[src/rtl/cpf_pkg.sv]
// Constants and types for the codec port status and flag block
package cpf_pkg;
  localparam int CNT_W = 4;
  localparam int SAMPLE_W = 16;
  localparam int CADDR_W = 4;
  localparam int CDATA_W = 16;
  localparam int CWORD_W = 21;
  localparam int BIT_IDX_W = 8;
  localparam logic [CNT_W-1:0] FIFO_DEPTH = 4'h8;
  localparam logic [CNT_W-1:0] FIFO_EMPTY = 4'h0;
  localparam logic [CNT_W-1:0] RX_SRV_ON_LVL = 4'h6;
  localparam logic [CNT_W-1:0] TX_SRV_ON_LVL = 4'h4;
  localparam int DATA_LSB = 0;
  localparam int RW_BIT = 16;
  localparam int ADDR_LSB = 17;
  localparam logic [CADDR_W-1:0] AUDIO_CTRL_B_ADDR = 4'h8;
  localparam int ENA_IN_BIT = 14;
  localparam int ENA_OUT_BIT = 15;
  localparam logic [BIT_IDX_W-1:0] FRAME_FIRST_BIT = 8'h01;
  localparam logic [BIT_IDX_W-1:0] FRAME_LAST_BIT = 8'h80;
  localparam logic [BIT_IDX_W-1:0] READ_LOAD_BIT = 8'h29;
  localparam logic [BIT_IDX_W-1:0] RET_CAPTURE_BIT = 8'h39;
  localparam logic [BIT_IDX_W-1:0] WRITE_LATCH_BIT = 8'h41;
  localparam int W1C_AUDIO_UNDERRUN = 0;
  localparam int W1C_AUDIO_OVERRUN = 1;
  localparam int W1C_TELECOM_UNDERRUN = 2;
  localparam int W1C_TELECOM_OVERRUN = 3;

  typedef enum logic [2:0] {
    CS_IDLE,
    CS_WAIT_FRAME,
    CS_READ_RETURN,
    CS_WRITE_LATCH,
    CS_WRITE_ECHO_WAIT,
    CS_WRITE_RETURN
  } cpf_codec_state_t;

  typedef struct packed {
    logic tx_srv;
    logic rx_srv;
    logic underrun;
    logic overrun;
    logic tx_nf;
    logic rx_ne;
    logic [SAMPLE_W-1:0] tx_sample;
    logic rx_wr;
    logic [SAMPLE_W-1:0] rx_data;
    logic irq;
  } cpf_path_state_t;
endpackage

[src/rtl/cpf_path_if.sv]
// Signals between the top and one FIFO status path
`timescale 1ns/1ns
interface cpf_path_if;
  logic port_enable;
  logic [cpf_pkg::CNT_W-1:0] tx_count;
  logic [cpf_pkg::CNT_W-1:0] rx_count;
  logic tx_fetch;
  logic [cpf_pkg::SAMPLE_W-1:0] tx_head;
  logic rx_push;
  logic [cpf_pkg::SAMPLE_W-1:0] rx_sample;
  logic tx_mask;
  logic rx_mask;
  logic underrun_clr;
  logic overrun_clr;
  logic tx_srv;
  logic rx_srv;
  logic underrun;
  logic overrun;
  logic tx_nf;
  logic rx_ne;
  logic [cpf_pkg::SAMPLE_W-1:0] tx_sample;
  logic rx_wr;
  logic [cpf_pkg::SAMPLE_W-1:0] rx_data;
  logic irq;
  modport ctrl (
    output port_enable, tx_count, rx_count, tx_fetch, tx_head, rx_push, rx_sample,
    output tx_mask, rx_mask, underrun_clr, overrun_clr,
    input tx_srv, rx_srv, underrun, overrun, tx_nf, rx_ne, tx_sample, rx_wr, rx_data, irq
  );
  modport path (
    input port_enable, tx_count, rx_count, tx_fetch, tx_head, rx_push, rx_sample,
    input tx_mask, rx_mask, underrun_clr, overrun_clr,
    output tx_srv, rx_srv, underrun, overrun, tx_nf, rx_ne, tx_sample, rx_wr, rx_data, irq
  );
endinterface

[src/rtl/cpf_path.sv]
// Status flags, sticky errors and sample hold for one FIFO path
`timescale 1ns/1ns
module cpf_path #(
  parameter bit HAS_TX_SRV = 1'b1
) (
  input wire logic ref_clk,
  input wire logic arst_n,
  cpf_path_if.path p
);
  cpf_pkg::cpf_path_state_t s;
  cpf_pkg::cpf_path_state_t next_s;

  always_comb begin
    logic under_evt;
    logic over_evt;
    under_evt = p.tx_fetch && (p.tx_count == cpf_pkg::FIFO_EMPTY);
    over_evt = p.rx_push && (p.rx_count == cpf_pkg::FIFO_DEPTH);
    next_s = s;
    // Service flags from fill level, zero while disabled
    next_s.tx_srv = HAS_TX_SRV && p.port_enable
                    && (p.tx_count <= cpf_pkg::TX_SRV_ON_LVL);
    next_s.rx_srv = p.port_enable && (p.rx_count >= cpf_pkg::RX_SRV_ON_LVL);
    next_s.tx_nf = (p.tx_count != cpf_pkg::FIFO_DEPTH);
    next_s.rx_ne = (p.rx_count != cpf_pkg::FIFO_EMPTY);
    // Sticky errors, set wins over clear
    next_s.underrun = (s.underrun && !p.underrun_clr) || under_evt;
    next_s.overrun = (s.overrun && !p.overrun_clr) || over_evt;
    // Last valid sample repeats while empty
    if (p.tx_fetch && !under_evt) begin
      next_s.tx_sample = p.tx_head;
    end
    // Arrivals into a full FIFO are dropped
    next_s.rx_wr = p.rx_push && !over_evt;
    if (p.rx_push) begin
      next_s.rx_data = p.rx_sample;
    end
    next_s.irq = (next_s.tx_srv && p.tx_mask) || (next_s.rx_srv && p.rx_mask)
                 || next_s.underrun || next_s.overrun;
  end

  always_ff @(posedge ref_clk or negedge arst_n) begin
    if (!arst_n) begin
      s <= '{tx_srv: 1'b0, rx_srv: 1'b0, underrun: 1'b0, overrun: 1'b0, tx_nf: 1'b1,
             rx_ne: 1'b0, tx_sample: '0, rx_wr: 1'b0, rx_data: '0, irq: 1'b0};
    end else begin
      s <= next_s;
    end
  end

  assign p.tx_srv = s.tx_srv;
  assign p.rx_srv = s.rx_srv;
  assign p.underrun = s.underrun;
  assign p.overrun = s.overrun;
  assign p.tx_nf = s.tx_nf;
  assign p.rx_ne = s.rx_ne;
  assign p.tx_sample = s.tx_sample;
  assign p.rx_wr = s.rx_wr;
  assign p.rx_data = s.rx_data;
  assign p.irq = s.irq;
endmodule

[src/rtl/cpf_top.sv]
// Codec serial port status flags, codec access sequencing and enable tracking
// Functional notes
// - Audio receive service flag on at six or more entries, off at five or fewer.
// - Audio receive service flag requests interrupt unless its mask bit is clear.
// - Telecom transmit service flag on at four or fewer entries, off at five.
// - Telecom transmit service flag requests interrupt unless its mask bit is clear.
// - Telecom receive service flag on at six or more entries, off at five.
// - Telecom receive service flag requests interrupt unless its mask bit is clear.
// - Fetch from empty audio transmit FIFO sets audio underrun, unmaskable interrupt.
// - During audio underrun the last valid sample repeats until new data arrives.
// - Audio sample into full receive FIFO is dropped and sets audio overrun.
// - Telecom empty fetch sets telecom underrun and repeats last valid sample.
// - Telecom sample into full receive FIFO is dropped and sets telecom overrun.
// - Audio transmit not-full high while any entry free; no interrupt.
// - Audio receive not-empty high while any entry valid; no interrupt.
// - Telecom transmit not-full high while any entry free; no interrupt.
// - Telecom receive not-empty high while any entry valid; no interrupt.
// - Codec write: sent in subframe 0, latched bit 65, echo next subframe 0.
// - Codec read: sent in subframe 0, loaded bit 41, returned same subframe 0.
// - Any software access to codec data register clears both done flags.
// - Write to codec register 8 with bit 14 or 15 sets enabled flag.
// - Same write sequence with both enable bits clear clears the enabled flag.
// - Sticky bits clear on writing one; zero writes and read-only writes ignored.
// - Interrupt request stays up while its bit is set, drops on clear.
// - Service flags read zero while the codec port is disabled.
`timescale 1ns/1ns
module cpf_top (
  input wire logic ref_clk,
  input wire logic arst_n,
  input wire logic port_enable,
  input wire logic audio_rx_irq_mask,
  input wire logic telecom_tx_irq_mask,
  input wire logic telecom_rx_irq_mask,
  input wire logic [3:0] status_clear_w1c,
  input wire logic [cpf_pkg::CNT_W-1:0] audio_tx_count,
  input wire logic [cpf_pkg::CNT_W-1:0] audio_rx_count,
  input wire logic [cpf_pkg::CNT_W-1:0] telecom_tx_count,
  input wire logic [cpf_pkg::CNT_W-1:0] telecom_rx_count,
  input wire logic audio_tx_fetch,
  input wire logic [cpf_pkg::SAMPLE_W-1:0] audio_tx_head,
  input wire logic telecom_tx_fetch,
  input wire logic [cpf_pkg::SAMPLE_W-1:0] telecom_tx_head,
  input wire logic audio_rx_push,
  input wire logic [cpf_pkg::SAMPLE_W-1:0] audio_rx_sample,
  input wire logic telecom_rx_push,
  input wire logic [cpf_pkg::SAMPLE_W-1:0] telecom_rx_sample,
  input wire logic codec_access_data_reg_wr,
  input wire logic [cpf_pkg::CWORD_W-1:0] codec_access_data_reg_wdata,
  input wire logic codec_access_data_reg_rd,
  input wire logic frame_sync,
  input wire logic bit_tick,
  input wire logic rx_bit,
  output logic [cpf_pkg::CWORD_W-1:0] codec_access_data_reg_rdata,
  output logic codec_cmd_send,
  output logic [cpf_pkg::CWORD_W-1:0] codec_cmd_word,
  output logic codec_write_done,
  output logic codec_read_done,
  output logic audio_codec_enabled,
  output logic audio_rx_service_flag,
  output logic telecom_tx_service_flag,
  output logic telecom_rx_service_flag,
  output logic audio_tx_underrun_status,
  output logic audio_rx_overrun_status,
  output logic telecom_tx_underrun_status,
  output logic telecom_rx_overrun_status,
  output logic audio_tx_not_full,
  output logic audio_rx_not_empty,
  output logic telecom_tx_not_full,
  output logic telecom_rx_not_empty,
  output logic [cpf_pkg::SAMPLE_W-1:0] audio_tx_sample,
  output logic [cpf_pkg::SAMPLE_W-1:0] telecom_tx_sample,
  output logic audio_rx_write,
  output logic [cpf_pkg::SAMPLE_W-1:0] audio_rx_write_data,
  output logic telecom_rx_write,
  output logic [cpf_pkg::SAMPLE_W-1:0] telecom_rx_write_data,
  output logic audio_irq,
  output logic telecom_irq
);
  typedef struct packed {
    cpf_pkg::cpf_codec_state_t cs;
    logic [cpf_pkg::BIT_IDX_W-1:0] bit_idx;
    logic [cpf_pkg::CWORD_W-2:0] rx_shift;
    logic [cpf_pkg::CWORD_W-1:0] cmd;
    logic [cpf_pkg::CWORD_W-1:0] rdata;
    logic send;
    logic wr_done;
    logic rd_done;
    logic ace_pending;
    logic ace_value;
    logic ace;
  } cpf_top_state_t;

  cpf_top_state_t s;
  cpf_top_state_t next_s;

  // Index 0 is audio, index 1 is telecom
  cpf_path_if pif[2] ();

  genvar gi;
  generate
    for (gi = 0; gi < 2; gi++) begin : g_path
      cpf_path #(.HAS_TX_SRV(gi == 1)) u_path (
        .ref_clk(ref_clk),
        .arst_n(arst_n),
        .p(pif[gi].path)
      );
      assign pif[gi].port_enable = port_enable;
    end
  endgenerate

  assign pif[0].tx_count = audio_tx_count;
  assign pif[0].rx_count = audio_rx_count;
  assign pif[0].tx_fetch = audio_tx_fetch;
  assign pif[0].tx_head = audio_tx_head;
  assign pif[0].rx_push = audio_rx_push;
  assign pif[0].rx_sample = audio_rx_sample;
  assign pif[0].tx_mask = 1'b0;
  assign pif[0].rx_mask = audio_rx_irq_mask;
  assign pif[0].underrun_clr = status_clear_w1c[cpf_pkg::W1C_AUDIO_UNDERRUN];
  assign pif[0].overrun_clr = status_clear_w1c[cpf_pkg::W1C_AUDIO_OVERRUN];
  assign pif[1].tx_count = telecom_tx_count;
  assign pif[1].rx_count = telecom_rx_count;
  assign pif[1].tx_fetch = telecom_tx_fetch;
  assign pif[1].tx_head = telecom_tx_head;
  assign pif[1].rx_push = telecom_rx_push;
  assign pif[1].rx_sample = telecom_rx_sample;
  assign pif[1].tx_mask = telecom_tx_irq_mask;
  assign pif[1].rx_mask = telecom_rx_irq_mask;
  assign pif[1].underrun_clr = status_clear_w1c[cpf_pkg::W1C_TELECOM_UNDERRUN];
  assign pif[1].overrun_clr = status_clear_w1c[cpf_pkg::W1C_TELECOM_OVERRUN];

  // Bit index of the current tick within the frame
  function automatic logic [cpf_pkg::BIT_IDX_W-1:0] tick_index(
    input logic sync,
    input logic [cpf_pkg::BIT_IDX_W-1:0] idx
  );
    if (sync) begin
      return cpf_pkg::FRAME_FIRST_BIT;
    end else if (idx == cpf_pkg::FRAME_LAST_BIT) begin
      return idx;
    end else begin
      return idx + cpf_pkg::FRAME_FIRST_BIT;
    end
  endfunction

  always_comb begin
    logic [cpf_pkg::BIT_IDX_W-1:0] cur;
    logic [cpf_pkg::CWORD_W-2:0] shifted;
    logic sw_touch;
    logic set_wr;
    logic set_rd;
    logic is_ena_reg;
    cur = tick_index(frame_sync, s.bit_idx);
    shifted = {s.rx_shift[cpf_pkg::CWORD_W-3:0], rx_bit};
    sw_touch = codec_access_data_reg_wr || codec_access_data_reg_rd;
    set_wr = 1'b0;
    set_rd = 1'b0;
    is_ena_reg = (s.cmd[cpf_pkg::ADDR_LSB +: cpf_pkg::CADDR_W] == cpf_pkg::AUDIO_CTRL_B_ADDR);
    next_s = s;
    if (bit_tick) begin
      next_s.bit_idx = cur;
      next_s.rx_shift = shifted;
    end
    // Enable flag follows a latched register 8 write at the next frame sync
    if (frame_sync && s.ace_pending) begin
      next_s.ace = s.ace_value;
      next_s.ace_pending = 1'b0;
    end
    unique case (s.cs)
      cpf_pkg::CS_IDLE: begin
        next_s.send = 1'b0;
        if (codec_access_data_reg_wr) begin
          next_s.cmd = codec_access_data_reg_wdata;
          next_s.cs = cpf_pkg::CS_WAIT_FRAME;
        end
      end
      cpf_pkg::CS_WAIT_FRAME: begin
        if (bit_tick && frame_sync) begin
          next_s.send = 1'b1;
          next_s.cs = s.cmd[cpf_pkg::RW_BIT] ? cpf_pkg::CS_WRITE_LATCH
                                             : cpf_pkg::CS_READ_RETURN;
        end
      end
      cpf_pkg::CS_READ_RETURN: begin
        if (bit_tick && cur == cpf_pkg::READ_LOAD_BIT) begin
          next_s.send = 1'b0;
        end
        if (bit_tick && cur == cpf_pkg::RET_CAPTURE_BIT) begin
          next_s.rdata = {shifted[cpf_pkg::CWORD_W-2:cpf_pkg::CDATA_W], 1'b0,
                          shifted[cpf_pkg::CDATA_W-1:0]};
          set_rd = 1'b1;
          next_s.cs = cpf_pkg::CS_IDLE;
        end
      end
      cpf_pkg::CS_WRITE_LATCH: begin
        if (bit_tick && cur == cpf_pkg::WRITE_LATCH_BIT) begin
          next_s.send = 1'b0;
          if (is_ena_reg) begin
            next_s.ace_pending = 1'b1;
            next_s.ace_value = s.cmd[cpf_pkg::ENA_IN_BIT] || s.cmd[cpf_pkg::ENA_OUT_BIT];
          end
          next_s.cs = cpf_pkg::CS_WRITE_ECHO_WAIT;
        end
      end
      cpf_pkg::CS_WRITE_ECHO_WAIT: begin
        if (bit_tick && frame_sync) begin
          next_s.cs = cpf_pkg::CS_WRITE_RETURN;
        end
      end
      cpf_pkg::CS_WRITE_RETURN: begin
        if (bit_tick && cur == cpf_pkg::RET_CAPTURE_BIT) begin
          next_s.rdata = {shifted[cpf_pkg::CWORD_W-2:cpf_pkg::CDATA_W], 1'b0,
                          shifted[cpf_pkg::CDATA_W-1:0]};
          set_wr = 1'b1;
          next_s.cs = cpf_pkg::CS_IDLE;
        end
      end
      default: begin
        next_s.cs = cpf_pkg::CS_IDLE;
      end
    endcase
    // Done flags clear on access, set wins
    next_s.wr_done = (s.wr_done && !sw_touch) || set_wr;
    next_s.rd_done = (s.rd_done && !sw_touch) || set_rd;
  end

  always_ff @(posedge ref_clk or negedge arst_n) begin
    if (!arst_n) begin
      s <= '{cs: cpf_pkg::CS_IDLE, bit_idx: cpf_pkg::FRAME_LAST_BIT, rx_shift: '0,
             cmd: '0, rdata: '0, send: 1'b0, wr_done: 1'b0, rd_done: 1'b0,
             ace_pending: 1'b0, ace_value: 1'b0, ace: 1'b0};
    end else begin
      s <= next_s;
    end
  end

  assign codec_access_data_reg_rdata = s.rdata;
  assign codec_cmd_send = s.send;
  assign codec_cmd_word = s.cmd;
  assign codec_write_done = s.wr_done;
  assign codec_read_done = s.rd_done;
  assign audio_codec_enabled = s.ace;
  assign audio_rx_service_flag = pif[0].rx_srv;
  assign telecom_tx_service_flag = pif[1].tx_srv;
  assign telecom_rx_service_flag = pif[1].rx_srv;
  assign audio_tx_underrun_status = pif[0].underrun;
  assign audio_rx_overrun_status = pif[0].overrun;
  assign telecom_tx_underrun_status = pif[1].underrun;
  assign telecom_rx_overrun_status = pif[1].overrun;
  assign audio_tx_not_full = pif[0].tx_nf;
  assign audio_rx_not_empty = pif[0].rx_ne;
  assign telecom_tx_not_full = pif[1].tx_nf;
  assign telecom_rx_not_empty = pif[1].rx_ne;
  assign audio_tx_sample = pif[0].tx_sample;
  assign telecom_tx_sample = pif[1].tx_sample;
  assign audio_rx_write = pif[0].rx_wr;
  assign audio_rx_write_data = pif[0].rx_data;
  assign telecom_rx_write = pif[1].rx_wr;
  assign telecom_rx_write_data = pif[1].rx_data;
  assign audio_irq = pif[0].irq;
  assign telecom_irq = pif[1].irq;
endmodule

[config.mk]
export PLATFORM = sky130hd
export DESIGN_NAME = cpf_top
export DESIGN_NICKNAME = d
export VERILOG_FILES = /design/src/rtl/cpf_pkg.sv /design/src/rtl/cpf_path_if.sv /design/src/rtl/cpf_path.sv /design/src/rtl/cpf_top.sv
export SDC_FILE = /design/constraint.sdc
export NUM_CORES = 1
export LEC_CHECK = 0
export BUFFER_PORTS_ARGS = -buffer_cell sky130_fd_sc_hd__buf_4
export CORE_UTILIZATION = 35
export CTS_BUF_LIST = sky130_fd_sc_hd__clkbuf_8
export DETAILED_ROUTE_END_ITERATION = 10
export GPL_ROUTABILITY_DRIVEN = 0
export GPL_TIMING_DRIVEN = 0
export SKIP_CTS_REPAIR_TIMING = 1
export SYNTH_ARGS = -nofsm -noshare
export SYNTH_HDL_FRONTEND = slang
export SYNTH_SLANG_ARGS = --single-unit
[constraint.sdc]
create_clock -name ref_clk -period 3.4 [get_ports ref_clk]
set_clock_uncertainty 0.05 [all_clocks]
set_input_delay 0.34 -clock ref_clk [delete_from_list [all_inputs] [get_ports ref_clk]]
set_output_delay 0.34 -clock ref_clk [all_outputs]
set_load 0.1 [all_outputs]
# Word-level counts from Yosys, hierarchy flattened
# Cells that the tools add are included.
# classes
addsub	1
order_cmp	3
eq_ne	20
n_mux	20
n_reduce_logical	59
# op_table
op	n
$logic_and 1x1->1	25
$eq 8x6->1 const B	2
$mux 8	2
$mux 3	5
$pmux 3 s5	1
$logic_or 1x1->1	13
$eq 4x4->1 const B	3
$reduce_bool 4->1	3
$ne 2x2->1 const B	5
$logic_not 1->1	9
$add 8x1->8 const B	1
$eq 8x7->1 const B	1
$eq 8x8->1 const B	1
$ge 4x3->1 const B	2
$logic_not 4->1	2
$mux 1	8
$ne 4x4->1 const B	2
$eq 3x2->1 const B	2
$eq 3x3->1 const B	2
$mux 2	3
$reduce_and 5->1	1
$le 4x3->1 const B	1
$pmux 1 s4	1
$reduce_and 2->1	2
other kinds (6)	6
# word_totals
ff_bits	156
output_inout_bits	125
wordCells	133

# Depth between registers and ports, before layout
# depth
ltp_word	8
depth_mapped	10
depth_no_buf	8

# Hierarchy
# Synthesis repeated with hierarchy kept, for this count alone.
# unflattened
cells_unflattened	500
area_unflattened_um2	6905.4
# modules_own_cells
module	n_inst	cells_each	area_per_inst_um2	seq_area_each_um2
cpf_top	1	310	3818.7	1928.1
cpf_path at g_path[1].u_path	1	95	1554.0	1002.2
cpf_path at g_path[0].u_path	1	95	1532.7	977.2

# Worst setup path after synthesis
# Ideal clock, no wire load.
# synth_timing
path_type	register to register
from	register s[68] (netlist name)
to	register s, in the netlist codec_access_data_reg_rdata[0]
arrival_ps	2332
required_time_ps	3225
slack_ps	893
stages_incl_launch_ff	11
path_cell_list	dfrtp_1 > buf_2 > inv_1 > ha_1 > nor3b_1 > a21o_1 > nor4bb_4 > nand4_4 > a21oi_4 > buf_12 > mux2_4
# synth_via
elab_chain_cells	6
word_cells_on_any_way	7
classes_between	add/sub: 1; eq/ne: 2; mux: 2; reduce/logical: 2
# synth_rtl
element	line	rtl
start: declaration	cpf_top.sv:93	cpf_top_state_t s;
start signal: assignment	cpf_top.sv:229	s <= '{cs: cpf_pkg::CS_IDLE, bit_idx: cpf_pkg::FRAME_LAST_BIT, rx_shift: '0,
start signal: assignment	cpf_top.sv:233	s <= next_s;
$add 8x1->8 or $eq 8x8->1 (tied branches)	cpf_top.sv:142, cpf_top.sv:139	
$mux 8 (*)	cpf_top.sv:139	end else if (idx == cpf_pkg::FRAME_LAST_BIT) begin
$mux 8 (*)	cpf_top.sv:137	if (sync) begin
$eq 8x6->1 (*)	cpf_top.sv:188, cpf_top.sv:211	
$logic_and 1x1->1 (*)	cpf_top.sv:188, cpf_top.sv:211	
$reduce_and 2->1 (no source line) (*)	-	
# Mark *: on every way between the ends. The rest lies on a longest branch, timed or not.
# A chain may end at the register's enable or synchronous reset.

# Final worst setup path
# layout_timing
from	register s[69] (netlist name)
to	register s, in the netlist codec_access_data_reg_rdata[3]
# Same word-level chain as after synthesis.

==> summary.md <==
| Metric | Value |
|---|---|
| Switching part of the total | `46.5%` |
| Yosys warns | `0` |
| Final setup violation count | `0` |
| Overall die width | `142 um` |
| Number of detailed-route iterations in the first pass | `4` |
| Path category of the worst min-delay check | `input port to register` |
| Critical path data required time | `3.67 ns` |
| Synth Register Bits | `156` |
| Maximum fanout along the worst path | `10` |
| Peak supply drop | `0.425 mV` |
| Sequential area share after synthesis | `57.2%` |
| EDFF count, synth | `0` |
| Antenna cell count | `0` |
| Total congestion overflow after global routing | `0` |
| Post-CTS clock slew at the launch and capture registers of the worst setup and hold paths | `0.10 ns` |
| Initial Utilization | `36.1%` |
| Category of the critical setup timing path | `register to register` |
| Boundary Pins | `245` |
| Leakage power summed over all cells | `0.00451 uW` |
| Run status | `completed` |
| CTS tree | `done` |
| Minimum period implied by the final worst setup slack | `2.87 ns` |
| Port bufs | `241` |
| Cell taking the most area after synthesis | `sky130_fd_sc_hd__dfrtp_1` |
| Number of routed nets with antenna violations | `0` |
| Biggest area contributors in the synthesized netlist | `sky130_fd_sc_hd__dfrtp_1 (56%), sky130_fd_sc_hd__mux2_2 (17%), sky130_fd_sc_hd__buf_4 (4.9%), sky130_fd_sc_hd__mux2_4 (4.4%), sky130_fd_sc_hd__o21ai_0 (1.7%)` |
| Vias in the first global route | `5011` |
| Mapped Avg Cell Area | `13.5 sq um` |
| Clock Path Buffers | `2` |
| Height of the die | `142 um` |
| Number of cells produced by synthesis | `506` |
| Worst-Skew Late Latency | `0.43 ns` |
| Root buffer cell | `sky130_fd_sc_hd__clkbuf_8` |
| Maximum operating frequency | `348 MHz` |
| Cell at the slowest stage of the critical path | `sky130_fd_sc_hd__dfrtp_1` |
| Final Hold Vio Count | `0` |
| Residual DRC | `0` |
| Total Power Consumption | `6590 uW` |
| Vias per inst | `4.60` |
| Count of routing violations after the opening detailed-route iteration | `166` |
| Worst slew margin relative to its limit | `43.8%` |
| Initial antenna violation count | `0` |
| Clock Power Share | `19.1%` |
| Die area | `20100 sq um` |
| Summed negative setup slack over all endpoints | `0 ns` |
| Largest net degree at the start of global routing | `90` |
| Element type at the critical path start | `register` |
| Average wire per cell in the routed design | `15.9 um` |
| Total number of nets in the final design | `892` |
| Pint | `3530 uW` |
| Post-synth top flop | `sky130_fd_sc_hd__dfrtp_1` |
| Netlist cell types | `54` |
| Max-slew violations | `0` |
| Arrival time at the worst endpoint | `3.14 ns` |
| Synthesized cell area | `6830 sq um` |
| Cell area power density | `703 nW/um^2` |
| Layout cells sized above 1 | `58.4%` |
| Sum of net half-perimeters after detailed placement | `12600 um` |
| Gr usage total | `16.8%` |
| Buffers and inverters on the worst path | `2` |
| First-pass GRT wire length | `25900 um` |
| Kind of end point of the critical path | `register` |
| TritonCTS buffer count | `17` |
| Area growth from synthesis to layout | `37.3%` |
| Final WL | `16500 um` |
| Total vias in the final route | `4803` |
| Largest stage delay, worst path | `0.52 ns` |
| Row Count | `50` |
| Relative contribution of sequential cells to total power | `36.3%` |
| Fraction of the core area covered by cells at the end of the flow | `49.6%` |
| Max-capacitance violation count | `0` |
| Post-synthesis net count | `628` |
| Cell breakdown of the critical path | `inv_1 > ha_1 > nor3b_1 > a21o_1 > nor4bb_4 > nand4_4 > a21oi_4 > buf_12 > mux2_4` |
| Part of the power in combinational logic | `44.5%` |
| Number of clock sinks | `156` |
| Core box area | `18900 sq um` |
| Post-synth top area share | `56.1%` |
| Final cycle utilization of the critical path | `84.5%` |
| Proportion of synthesized flip-flops having asynchronous set or reset | `100%` |
| Reported net switching power | `3060 uW` |
| Setup repair after global routing missed its margin | `false` |
| Transition time at the pin with the least slew margin | `0.842 ns` |
| Family of cells with the greatest summed delay on the critical path | `simple AND/OR/NAND/NOR gates` |
| Number of H-tree levels | `4` |
cell families after synthesis:
kind of cell               synth area share [%]
AOI/OAI and AO/OA                          5.52
xor gates and xnor gates                  0.257
adders and majority gates                 0.366
buffers and inverters                      7.55
DFF                                        57.2
muxes                                      21.8
other                                    0.0549
and+or+nand+nor                            7.18
final timing paths:
| check | end | slack, ns | cells after the start | from |
|---|---|---|---|---|
| max in group asynchronous | s[75] | 1.96 | 3 | arst_n |
| worst max register to register | codec_access_data_reg_rdata[3] | 0.53 | 9 | s[69] |
| worst min-delay path | g_path[0].u_path.p.underrun | 0.04 | 2 | status_clear_w1c[0] |
| min in group asynchronous | g_path[1].u_path.p.rx_data[4] | 0.46 | 2 | arst_n |
| worst min register to register | codec_write_done | 0.47 | 2 | codec_write_done |
| worst max-delay path | codec_access_data_reg_rdata[3] | 0.53 | 9 | s[69] |
layer usage:
metal | routed length (um) | share of wire (%) | vias to the layer above | global-route usage (%)
li1 | - | - | 2272 | -
met5 | 0 | 0 | - | 0
met1 | 6490 | 39 | 2329 | 18.3
met3 | 1260 | 7.6 | 21 | 6.88
met4 | 313 | 1.9 | 0 | 5.89
met2 | 8470 | 51 | 181 | 29.3
cell usage in the layout, fill, tap and decap left out, types with 3 or more instances in the layout:
| cell type | instances |
|---|---|
| sky130_fd_sc_hd__clkinv_4 | 3 |
| sky130_fd_sc_hd__dfstp_2 | 3 |
| sky130_fd_sc_hd__nor3_1 | 7 |
| sky130_fd_sc_hd__dfrtp_1 | 153 |
| sky130_fd_sc_hd__mux2_2 | 104 |
| sky130_fd_sc_hd__nor2b_1 | 3 |
| sky130_fd_sc_hd__a22o_1 | 3 |
| sky130_fd_sc_hd__inv_1 | 15 |
| sky130_fd_sc_hd__a21oi_1 | 6 |
| sky130_fd_sc_hd__buf_6 | 3 |
| sky130_fd_sc_hd__nor2_1 | 12 |
| sky130_fd_sc_hd__nor4_1 | 3 |
| sky130_fd_sc_hd__buf_4 | 285 |
| sky130_fd_sc_hd__clkinvlp_4 | 5 |
| sky130_fd_sc_hd__dlygate4sd3_1 | 3 |
| sky130_fd_sc_hd__clkbuf_8 | 17 |
| sky130_fd_sc_hd__o211ai_1 | 4 |
| sky130_fd_sc_hd__mux2_4 | 20 |
| sky130_fd_sc_hd__nand3_1 | 9 |
| sky130_fd_sc_hd__clkbuf_1 | 12 |
| sky130_fd_sc_hd__nand2_1 | 25 |
| sky130_fd_sc_hd__o21ai_0 | 23 |
| sky130_fd_sc_hd__nand2b_1 | 6 |
| sky130_fd_sc_hd__buf_1 | 3 |
| sky130_fd_sc_hd__inv_6 | 4 |
area by class of cell:
type / count / area [sq um]
fill: 1711 / 9520
sequential: 156 / 3910
multi-input combinational: 271 / 2400
timing repair buffer: 245 / 1870
buffer: 66 / 467
tap: 260 / 325
clock buffer: 17 / 234
clock inverter: 15 / 118
inverter: 13 / 48.8
through the flow:
stage | std cells | hold WS [ns] | cell area [sq um] | setup slack (ns)
floorplan | 506 | -0.00559 | 6830 | 0.893
global placement | 1007 | 0.423 | 8960 | 0.604
detailed placement | 1008 | 0.421 | 8990 | 0.566
CTS | 1040 | -0.0772 | 9350 | 0.541
global route | 1043 | 0.000902 | 9380 | 0.407
finish | 1043 | 0.0420 | 9380 | 0.527
registers in the layout (all words and copies together) (netlist names), 20 cells and up:
register,count
g_path.u_path.p.rx_data,32
g_path.u_path.p.tx_sample,32
s,32
codec_cmd_word,21
codec_access_data_reg_rdata,20
Yosys cell counts (3+ instances only):
master and n:
sky130_fd_sc_hd__a21oi_1 6, sky130_fd_sc_hd__a22o_1 3, sky130_fd_sc_hd__buf_1 3, sky130_fd_sc_hd__buf_4 45, sky130_fd_sc_hd__clkbuf_1 12, sky130_fd_sc_hd__dfrtp_1 153
sky130_fd_sc_hd__dfstp_2 3, sky130_fd_sc_hd__inv_1 13, sky130_fd_sc_hd__mux2_2 104, sky130_fd_sc_hd__mux2_4 20, sky130_fd_sc_hd__nand2_1 25, sky130_fd_sc_hd__nand2b_1 6
sky130_fd_sc_hd__nand3_1 9, sky130_fd_sc_hd__nor2_1 12, sky130_fd_sc_hd__nor2b_1 3, sky130_fd_sc_hd__nor3_1 7, sky130_fd_sc_hd__nor4_1 3, sky130_fd_sc_hd__o211ai_1 4
sky130_fd_sc_hd__o21ai_0 23
power by group through the flow:
stage | Sequential [uW] | Combinational (uW) | Clock (uW)
3_5_place_dp | 2430 | 2950 | 0
5_1_grt | 2440 | 3040 | 1390
2_1_floorplan | 3080 | 1600 | 0
3_3_place_gp | 2410 | 2910 | 0
4_1_cts | 2400 | 2950 | 1310
6_report | 2390 | 2930 | 1260
worst register-to-register path, delay by kind of cell (launching register included):
| family | cells | cell delay (ns) |
|---|---|---|
| adders and majority gates | 1 | 0.20 |
| AOI/OAI and AO/OA | 2 | 0.51 |
| DFF | 1 | 0.52 |
| muxes | 1 | 0.31 |
| and+or+nand+nor | 3 | 0.86 |
| buffers and inverters | 2 | 0.31 |
Power figures use the tool's default switching activity.
